`config.mk`:
```
export PLATFORM = sky130hd
export DESIGN_NAME = wdat_watchdog_flat
export DESIGN_NICKNAME = d
export VERILOG_FILES = /design/src/pkg/wdat_pkg.sv /design/src/pkg/wdat_if.sv /design/src/rtl/wdat_watchdog.sv /design/src/flat_wrapper.sv
export SDC_FILE = /design/constraint.sdc
export NUM_CORES = 1
export LEC_CHECK = 0
export BUFFER_PORTS_ARGS = -buffer_cell sky130_fd_sc_hd__buf_4
export CORE_AREA = 2 2 73 75
export CTS_BUF_LIST = sky130_fd_sc_hd__clkbuf_16
export DETAILED_ROUTE_END_ITERATION = 10
export DIE_AREA = 0 0 75 77
export MAX_ROUTING_LAYER = met4
export PLACE_DENSITY = 0.66
export SLEW_MARGIN = 40
export SYNTH_ARGS = -nofsm -noshare
export SYNTH_HDL_FRONTEND = slang
export SYNTH_SLANG_ARGS = --single-unit
```
`constraint.sdc`:
```
create_clock -name clk -period 1.8 [get_ports clk]
set_clock_uncertainty 0.1 [all_clocks]
set_input_delay 0.18 -clock clk [delete_from_list [all_inputs] [get_ports clk]]
set_output_delay 0.18 -clock clk [all_outputs]
set_load 0.05 [all_outputs]
```
`src/pkg/wdat_pkg.sv`:
```
package wdat_pkg;
  localparam logic [7:0] WDAT_ADDR_CONTROL = 8'h34;
  localparam logic [7:0] WDAT_ADDR_CODE = 8'h35;
  localparam logic [7:0] WDAT_CODE_CLEAR = 8'h4e;
  localparam logic [7:0] WDAT_CODE_DISABLE = 8'hb1;
  localparam logic [7:0] WDAT_CODE_TRAP_ARM = 8'hd2;
  // Control register field positions
  localparam int WDAT_BIT_OUT_SEL = 0;
  localparam int WDAT_BIT_TIME_LO = 1;
  localparam int WDAT_BIT_ENABLE = 3;
  localparam int WDAT_BIT_TRAP_ACT = 4;
  localparam int WDAT_BIT_RAM_TRAP = 5;
  localparam logic [1:0] WDAT_TIME_RESET = 2'h0;
  // Divider taps: binary counter is two stages, so the divider supplies period/4
  localparam int WDAT_DIV_WIDTH = 23;
  localparam int WDAT_TAP_FAST_MAX = 22;
  localparam int WDAT_TAP_SLOW_MAX = 14;
  localparam logic [4:0] WDAT_RESET_PULSE = 5'h18;
  // Fetch area kinds reported by the core
  typedef enum logic [1:0] {WDAT_AREA_ROM, WDAT_AREA_RAM, WDAT_AREA_SFR, WDAT_AREA_DBG} wdat_area_t;
endpackage

```
`src/pkg/wdat_if.sv`:
```
`timescale 1ns/1ps
`default_nettype none
interface wdat_if;
  import wdat_pkg::*;
  logic wr_en;
  logic [7:0] wr_addr;
  logic [7:0] wr_data;
  logic fetch_valid;
  wdat_area_t fetch_area;
  logic halt_count;
  logic prescale_source_select;
  logic overflow_interrupt;
  logic fetch_trap_interrupt;
  logic reset_req;
  logic reset_pin_oe;
  modport dev (input wr_en, wr_addr, wr_data, fetch_valid, fetch_area, halt_count,
    prescale_source_select, output overflow_interrupt, fetch_trap_interrupt, reset_req,
    reset_pin_oe);
  modport core (output wr_en, wr_addr, wr_data, fetch_valid, fetch_area, halt_count,
    prescale_source_select, input overflow_interrupt, fetch_trap_interrupt, reset_req,
    reset_pin_oe);
endinterface
`default_nettype wire

```
`src/rtl/wdat_watchdog.sv`:
```
`timescale 1ns/1ps
`default_nettype none
module wdat_watchdog
  import wdat_pkg::*;
(
  // Clock and reset
  input wire logic clk,
  input wire logic resetn,
  // Link to the core
  wdat_if.dev bus
);
  logic out_sel_reg;
  logic [1:0] time_reg;
  logic enable_reg;
  logic trap_act_reg;
  logic ram_trap_pend_reg;
  logic ram_trap_reg;
  logic en_written_reg;
  logic [WDAT_DIV_WIDTH-1:0] div_reg;
  logic tap_prev_reg;
  logic [1:0] bin_reg;
  logic [4:0] pulse_reg;
  logic ovf_irq_reg;
  logic trap_irq_reg;
  logic wr_ctl;
  logic wr_code;
  logic tap;
  logic tick;
  logic overflow;
  logic trap_hit;
  logic count_on;

  function automatic int tap_index(input logic slow, input logic [1:0] sel);
    tap_index = (slow ? WDAT_TAP_SLOW_MAX : WDAT_TAP_FAST_MAX) - 2 * int'(sel);
  endfunction

  assign wr_ctl = bus.wr_en && (bus.wr_addr == WDAT_ADDR_CONTROL);
  assign wr_code = bus.wr_en && (bus.wr_addr == WDAT_ADDR_CODE);
  assign count_on = enable_reg && !bus.halt_count;
  assign tap = div_reg[tap_index(bus.prescale_source_select, time_reg)];
  assign tick = count_on && tap_prev_reg && !tap;
  assign overflow = tick && (bin_reg == 2'h3);
  assign trap_hit = bus.fetch_valid && (bus.fetch_area == WDAT_AREA_SFR ||
    bus.fetch_area == WDAT_AREA_DBG || (bus.fetch_area == WDAT_AREA_RAM && ram_trap_reg));

  // ----------------------------------------
  // Control register (write-only, no read path)
  // ----------------------------------------
  always_ff @(posedge clk or negedge resetn)
  begin
    if (!resetn)
    begin
      out_sel_reg <= 1'b1;
      time_reg <= WDAT_TIME_RESET;
      enable_reg <= 1'b1;
      trap_act_reg <= 1'b1;
      ram_trap_pend_reg <= 1'b1;
    end
    else if (wr_ctl)
    begin
      out_sel_reg <= out_sel_reg & bus.wr_data[WDAT_BIT_OUT_SEL];
      time_reg <= bus.wr_data[WDAT_BIT_TIME_LO +: 2];
      trap_act_reg <= bus.wr_data[WDAT_BIT_TRAP_ACT];
      ram_trap_pend_reg <= bus.wr_data[WDAT_BIT_RAM_TRAP];
      // Enable is only set here; clearing it needs the disable code as well
      if (bus.wr_data[WDAT_BIT_ENABLE])
        enable_reg <= 1'b1;
    end
    else if (wr_code && bus.wr_data == WDAT_CODE_DISABLE && !en_written_reg)
      enable_reg <= 1'b0;
  end

  // Enable bit as written, kept apart so the disable code can check it
  always_ff @(posedge clk or negedge resetn)
  begin
    if (!resetn)
      en_written_reg <= 1'b1;
    else if (wr_ctl)
      en_written_reg <= bus.wr_data[WDAT_BIT_ENABLE];
  end

  // ----------------------------------------
  // Code port
  // ----------------------------------------
  logic disabled_reg;
  always_ff @(posedge clk or negedge resetn)
  begin
    if (!resetn)
      disabled_reg <= 1'b0;
    else if (wr_ctl && bus.wr_data[WDAT_BIT_ENABLE])
      disabled_reg <= 1'b0;
    else if (wr_code && bus.wr_data == WDAT_CODE_DISABLE && !en_written_reg)
      disabled_reg <= 1'b1;
  end

  always_ff @(posedge clk or negedge resetn)
  begin
    if (!resetn)
      ram_trap_reg <= 1'b1;
    else if (wr_code && bus.wr_data == WDAT_CODE_TRAP_ARM)
      ram_trap_reg <= ram_trap_pend_reg;
  end

  // ----------------------------------------
  // Divider and binary counter
  // ----------------------------------------
  // Divider is cleared only by reset, not by the clear code, and stops on halt_count, so the first overflow may come early
  always_ff @(posedge clk or negedge resetn)
  begin
    if (!resetn)
    begin
      div_reg <= '0;
      tap_prev_reg <= 1'b0;
    end
    else if (!bus.halt_count)
    begin
      div_reg <= div_reg + 1'b1;
      tap_prev_reg <= tap;
    end
  end

  always_ff @(posedge clk or negedge resetn)
  begin
    if (!resetn)
      bin_reg <= 2'h0;
    else if (disabled_reg)
      bin_reg <= 2'h0;
    else if (wr_code && bus.wr_data == WDAT_CODE_CLEAR)
      bin_reg <= 2'h0;
    else if (tick)
      bin_reg <= bin_reg + 2'h1;
  end

  // ----------------------------------------
  // Interrupt pulses and reset request
  // ----------------------------------------
  always_ff @(posedge clk or negedge resetn)
  begin
    if (!resetn)
    begin
      ovf_irq_reg <= 1'b0;
      trap_irq_reg <= 1'b0;
    end
    else
    begin
      ovf_irq_reg <= overflow && !disabled_reg && !out_sel_reg;
      trap_irq_reg <= trap_hit && !trap_act_reg;
    end
  end

  // Pulse is counted out in clk cycles; the system reset then clears this block too
  always_ff @(posedge clk or negedge resetn)
  begin
    if (!resetn)
      pulse_reg <= 5'h0;
    else if (pulse_reg != 5'h0)
      pulse_reg <= pulse_reg - 5'h1;
    // A request inside a running pulse is dropped, so the pulse never passes 24
    else if ((overflow && !disabled_reg && out_sel_reg) || (trap_hit && trap_act_reg))
      pulse_reg <= WDAT_RESET_PULSE;
  end

  assign bus.overflow_interrupt = ovf_irq_reg;
  assign bus.fetch_trap_interrupt = trap_irq_reg;
  assign bus.reset_req = (pulse_reg != 5'h0);
  assign bus.reset_pin_oe = (pulse_reg != 5'h0);
endmodule // wdat_watchdog
`default_nettype wire

```
`src/flat_wrapper.sv`:
```
// flat-port wrapper written by rule: the top's interface ports become plain ports
module wdat_watchdog_flat import wdat_pkg::*;
  (clk, resetn, bus_wr_en, bus_wr_addr, bus_wr_data, bus_fetch_valid, bus_fetch_area, bus_halt_count, bus_prescale_source_select, bus_overflow_interrupt, bus_fetch_trap_interrupt, bus_reset_req, bus_reset_pin_oe);
  wdat_if bus_i ();
  input wire logic clk;
  input wire logic resetn;
  input wire logic [$bits(bus_i.wr_en)-1:0] bus_wr_en;
  input wire logic [$bits(bus_i.wr_addr)-1:0] bus_wr_addr;
  input wire logic [$bits(bus_i.wr_data)-1:0] bus_wr_data;
  input wire logic [$bits(bus_i.fetch_valid)-1:0] bus_fetch_valid;
  input wire logic [$bits(bus_i.fetch_area)-1:0] bus_fetch_area;
  input wire logic [$bits(bus_i.halt_count)-1:0] bus_halt_count;
  input wire logic [$bits(bus_i.prescale_source_select)-1:0] bus_prescale_source_select;
  output wire logic [$bits(bus_i.overflow_interrupt)-1:0] bus_overflow_interrupt;
  output wire logic [$bits(bus_i.fetch_trap_interrupt)-1:0] bus_fetch_trap_interrupt;
  output wire logic [$bits(bus_i.reset_req)-1:0] bus_reset_req;
  output wire logic [$bits(bus_i.reset_pin_oe)-1:0] bus_reset_pin_oe;
  assign bus_i.wr_en = bus_wr_en;
  assign bus_i.wr_addr = bus_wr_addr;
  assign bus_i.wr_data = bus_wr_data;
  assign bus_i.fetch_valid = bus_fetch_valid;
  assign bus_i.fetch_area = bus_fetch_area;
  assign bus_i.halt_count = bus_halt_count;
  assign bus_i.prescale_source_select = bus_prescale_source_select;
  assign bus_overflow_interrupt = bus_i.overflow_interrupt;
  assign bus_fetch_trap_interrupt = bus_i.fetch_trap_interrupt;
  assign bus_reset_req = bus_i.reset_req;
  assign bus_reset_pin_oe = bus_i.reset_pin_oe;
  wdat_watchdog u_core (.clk(clk), .resetn(resetn), .bus(bus_i));
endmodule
```
Word level (Yosys, flattened, before mapping)
Index checks and enable logic that the tools add are counted.
- add/subtract/negate cells: 4
- mux-type cells: 14
- reduce and logical (&&, ||, !) cells: 33
- eq/ne operators: 10
- order comparisons: 1
- bitwise operators: 1
- operators by type and width (kind ; count):
    $lt 32x7->1 const B ; 1
    $sub 32x4->32 ; 1
    $add 23x1->23 const B ; 1
    $logic_and 1x1->1 ; 18
    $eq 8x6->1 const B ; 2
    $eq 8x8->1 const B ; 2
    $mux 5 ; 3
    $eq 8x7->1 const B ; 1
    $mux 1 ; 7
    $eq 2x2->1 const B ; 3
    $logic_not 1->1 ; 6
    $mux 2 ; 3
    $reduce_bool 2->1 ; 3
    $bmux 1 s5 ; 1
    $reduce_bool 5->1 ; 1
    $sub 5x1->5 const B ; 1
    $logic_or 1x1->1 ; 3
    $reduce_bool 3->1 ; 1
    $add 2x1->2 const B ; 1
    $eq 2x1->1 const B ; 1
    $ne 2x2->1 const B ; 1
    $reduce_and 2->1 ; 1
    $and 1x1->1 ; 1
- output and inout port bits: 4
- bits of input ports: 24
- bits in registers: 42
- word-level logic and storage cells: 77

Depth between registers and ports, before layout
- word-level depth: 13
- mapped depth: 6
- gate-level depth less buffers: 6

Worst setup path before layout
No wires, ideal clock.
- path kind: reg-to-output
- start: register u_core.pulse_reg[0]
- end: output bus_reset_req
- path buffers: 1
- stages on the path, launching flop included: 6
- data arrival time: 1935 ps
- data required time: 1520 ps
- path slack: -415 ps
- path through: dfrtp_1 -> inv_1 -> ha_1 -> nor4b_1 -> inv_1 -> buf_4
- cells in the longest elaborated chain, start to end: 1
- ends and longest elaborated chain (item ; line ; text):
    from (decl) ; wdat_watchdog.sv:22 ; logic [4:0] pulse_reg;
    from (signal assigned) ; wdat_watchdog.sv:157 ; pulse_reg <= pulse_reg - 5'h1;
    $reduce_bool 5->1 ; - ;
    to (decl) ; flat_wrapper.sv:16 ; output wire logic [$bits(bus_i.reset_req)-1:0] bus_reset_req;
No other way between the ends.

Worst setup path in the final report
- start: register u_core.time_reg[1]
- end: register u_core.bin_reg[0]
- cells in the longest elaborated chain, start to end: 7
- ends and longest elaborated chain (item ; line ; text):
    from (decl) ; wdat_watchdog.sv:13 ; logic [1:0] time_reg;
    from (signal assigned) ; wdat_watchdog.sv:62 ; time_reg <= bus.wr_data[WDAT_BIT_TIME_LO +: 2];
    $sub 32x4->32 ; wdat_watchdog.sv:34 ; tap_index = (slow ? WDAT_TAP_SLOW_MAX : WDAT_TAP_FAST_MAX) - 2 * int'(sel);
    $bmux 1 s5 ; wdat_watchdog.sv:40 ; assign tap = div_reg[tap_index(bus.prescale_source_select, time_reg)];
    $mux 1 (implied by the code) (2 in a row) ; wdat_watchdog.sv:40 ;
    $logic_not 1->1 ; wdat_watchdog.sv:41 ; assign tick = count_on && tap_prev_reg && !tap;
    $logic_and 1x1->1 ; wdat_watchdog.sv:41 ;
    $reduce_bool 3->1 (no source line) ; - ;
    to (signal assigned) ; wdat_watchdog.sv:131 ; bin_reg <= bin_reg + 2'h1;
    to (decl) ; wdat_watchdog.sv:21 ; logic [1:0] bin_reg;
No other way between the ends. The select of a mux whose other input is x is not followed.
A chain may end at the register's enable or synchronous reset.

==> results_dict.tcl <==
set metrics [dict create \
    outcome "completed" \
    routed_wl_um 3791 \
    io-pin-count 28 \
    cts_buffers 5 \
    cts_num_sinks 42 \
    clk_latency_ns 0.28 \
    ys_ff_latch 42 \
    min_to "u_core.bus.fetch_trap_interrupt" \
    r2r-start "u_core.time_reg[1]" \
    grt_first_pass_wirelength_um 6396 \
    initial_utilization_pct 40.37 \
    root_buffer "clkbuf_16" \
    rows 26 \
    leakagePower_nw 1.197 \
    maxCapViolations 0 \
    clk_pin_slew_worst_paths_ns 0.06 \
    place_area_mm2 0.002400 \
    grtUsageMet3_pct 3.548 \
    p_sw_share_pct 28.30 \
    synth_seq_area_share_pct 52.68 \
    cts.path.max_buffers 2 \
    min_path_cells 3 \
    grt_pass1_vias 1473 \
    layout_common_cells "buf_4, dfrtp_1, xnor2_1, nand2_1" \
    crit_buf_inv 0 \
    num_antenna_cells 0 \
    via_count 1467 \
    final_common_cell "buf_4" \
    critical_path_class "flip-flop to flip-flop" \
    period_share_pct 99.85 \
    use_met1_pct 19.07 \
    worst_ir_drop_vdd_mv 0.4675 \
    syn_nets 199 \
    io_buffers 27 \
    grt_overflow_total 0 \
    hold_class "primary input to flip-flop" \
    setup_viol 0 \
    vias_per_cell 4.990 \
    p_per_area_mw_per_mm2 1039 \
    max_stage_delay_ns 0.52 \
    cp-start-kind "flip-flop" \
    fmax_mhz 556.4 \
    drc 0 \
    use_met2_pct 22.11 \
    worstHoldStart "bus_fetch_valid" \
    syn_to_final_growth_pct 29.64 \
    final_max_slew_viol_count 0 \
    antenna_found_initial 0 \
    grt_max_degree 43 \
    final_hold_viol_count 0 \
    drt_iter0_drc 110 \
    layout.nets 250 \
    ant_nets 0 \
    drive_above_1_share_pct 33.04 \
    crit_start "u_core.time_reg[1]" \
    crit_family "multiplexers" \
    crit_fanout 5 \
    cp_cell_sequence "mux4_2 > mux2_4 > or3_4 > a21oi_2" \
    critPathArrivalTime_ns 1.91 \
    grt_use_total_pct 14.72 \
    worst_path_max_delay_cell "mux4_2" \
    dieArea_mm2 0.005775 \
    die_x_um 75 \
    r2r_slack_ns 0.003 \
    period_needed_ns 1.797 \
    yosys_warnings 0 \
    layout_setup_ws_ns 0.002639 \
    reg2reg_to "u_core.bin_reg[0]" \
    die_h_um 77 \
    cp-end-kind "flip-flop" \
    slew_headroom_pct 64.50 \
    fin_hold_ws_ns 0.02876 \
    postLayoutCellArea_mm2 0.002605 \
    dp_slack_ns -0.01522 \
    avgRoutedWirePerCell_um 12.89 \
    hpwlAfterDp_um 2644 \
    first_pass_iters 4 \
    core_area_mm2 0.004977 \
    syn_inst 172 \
    r2r_cells 4 \
    postSynthAreaPerCell_um2 11.68 \
    seq_power_share_pct 44.8 \
    worst_slew_pin_slew_ns 0.5325 \
    rsz0062_at_grt "true" \
    largest_reg_flops 23 \
    power_mw 2.707 \
    power.switching_mw 0.7661 \
    place_congestion 0.7118 \
    fill_cells 459 \
    gr-max-usage-layer "met2" \
    synth_cell_types 38 \
    p_comb_share_pct 24.4 \
    fin_util_pct 52.34 \
    htree_levels 2 \
    intPower_mw 1.941 \
    cts_tree "yes" \
    required_ns 1.91 \
    p_clk_share_pct 30.7 \
    syn_area_mm2 0.002009 \
]
-- repair_timing --
action / 4_1_cts / 5_1_grt
setup endpoints to repair: 3 / 8
buffers inserted: 0 / 4
hold buffers: 1 / 0
resized for setup: 1 / 7
hold endpoints to repair: 36 / 0
pin swaps: 0 / 2
-- Yosys cell counts --
cell       number  share of area (%)
a21o_1          1               0.37
a21oi_1         4                1.0
a21oi_2         1               0.44
a41o_1          1               0.50
and2_1          1               0.31
and3_1          3               0.93
and3b_1         1               0.44
and4_1          5                2.2
and4b_1         1               0.50
buf_4           1               0.37
clkbuf_1        3               0.56
dfrtp_1        36                 45
dfstp_2         6                7.8
ha_1            3                1.9
inv_1           6                1.1
mux2_2          6                3.4
mux2_4          1               0.75
mux2i_1         1               0.50
mux4_1          2                2.6
nand2_1        13                2.4
nand2b_1        3               0.93
nand3_1         9                2.2
nand3b_1        1               0.37
nand4_1         6                1.9
nand4b_1        3                1.3
nand4bb_1       3                1.7
nor2_1          4               0.75
nor3_1          3               0.75
nor4_1          1               0.31
nor4b_1         3                1.3
nor4bb_1        3                1.5
o21a_1          2               0.75
o21ai_0         9                2.2
o22ai_1         1               0.31
o41a_1          1               0.56
or3_1           2               0.62
xnor2_1        19                8.3
xor2_1          3                1.3
-- kinds of logic after synthesis --
family,Yosys count,synth area share [%]
adders and majority gates,3,1.868
DFF,42,52.68
xor gates and xnor gates,22,9.589
and+or+nand+nor,65,20.42
buffers and inverters,10,2.055
AOI/OAI and AO/OA,20,6.164
muxes,10,7.222
-- through the flow --
stage / setup TNS, ns / std cells
2_1_floorplan: 0 / 172
3_3_place_gp: 0 / 281
3_5_place_dp: -0.01522 / 281
4_1_cts: -0.02109 / 290
5_1_grt: -0.1637 / 294
6_report: 0 / 294
-- routing by layer --
metal / routed length (um) / up-vias
li1: - / 725
met1: 1855 / 714
met4: 51 / 0
met5: 0 / -
met3: 140 / 4
met2: 1743 / 24
-- worst min-delay path: cells and delay by family --
kind	cells	cell delay [ns]
buffers and inverters	1	0.11
and+or+nand+nor	2	0.08
-- how the worst max path moves through the flow --
stage,to,slack (ns),cells after the start
after floorplan,u_core.bin_reg[0],0.02,4
after global placement,u_core.bin_reg[0],0.01,4
after detailed placement,u_core.bin_reg[0],-0.02,4
after CTS,u_core.bin_reg[0],-0.02,4
after global routing,u_core.bin_reg[0],-0.06,4
final,u_core.bin_reg[0],0.003,4
-- layout make-up --
cell class                 instances  area, um^2  share of cell area, %
tap                               70       87.58                  3.362
timing repair buffer              48       374.1                  14.36
clock buffer                       5       125.1                  4.803
sequential                        42        1059                  40.63
clock inverter                     3       11.26                 0.4323
multi-input combinational        120       925.9                  35.54
inverter                           6       22.52                 0.8646
-- power groups by stage --
stage               Combinational, mW  Clock (mW)  Sequential [mW]
CTS                             0.581       0.863             1.21
finish                          0.661       0.832             1.21
global placement                0.554           0             1.21
floorplan                       0.373           0             1.21
global route                    0.739       0.897             1.23
detailed placement              0.568           0             1.22
(Power assumes the default switching activity.)
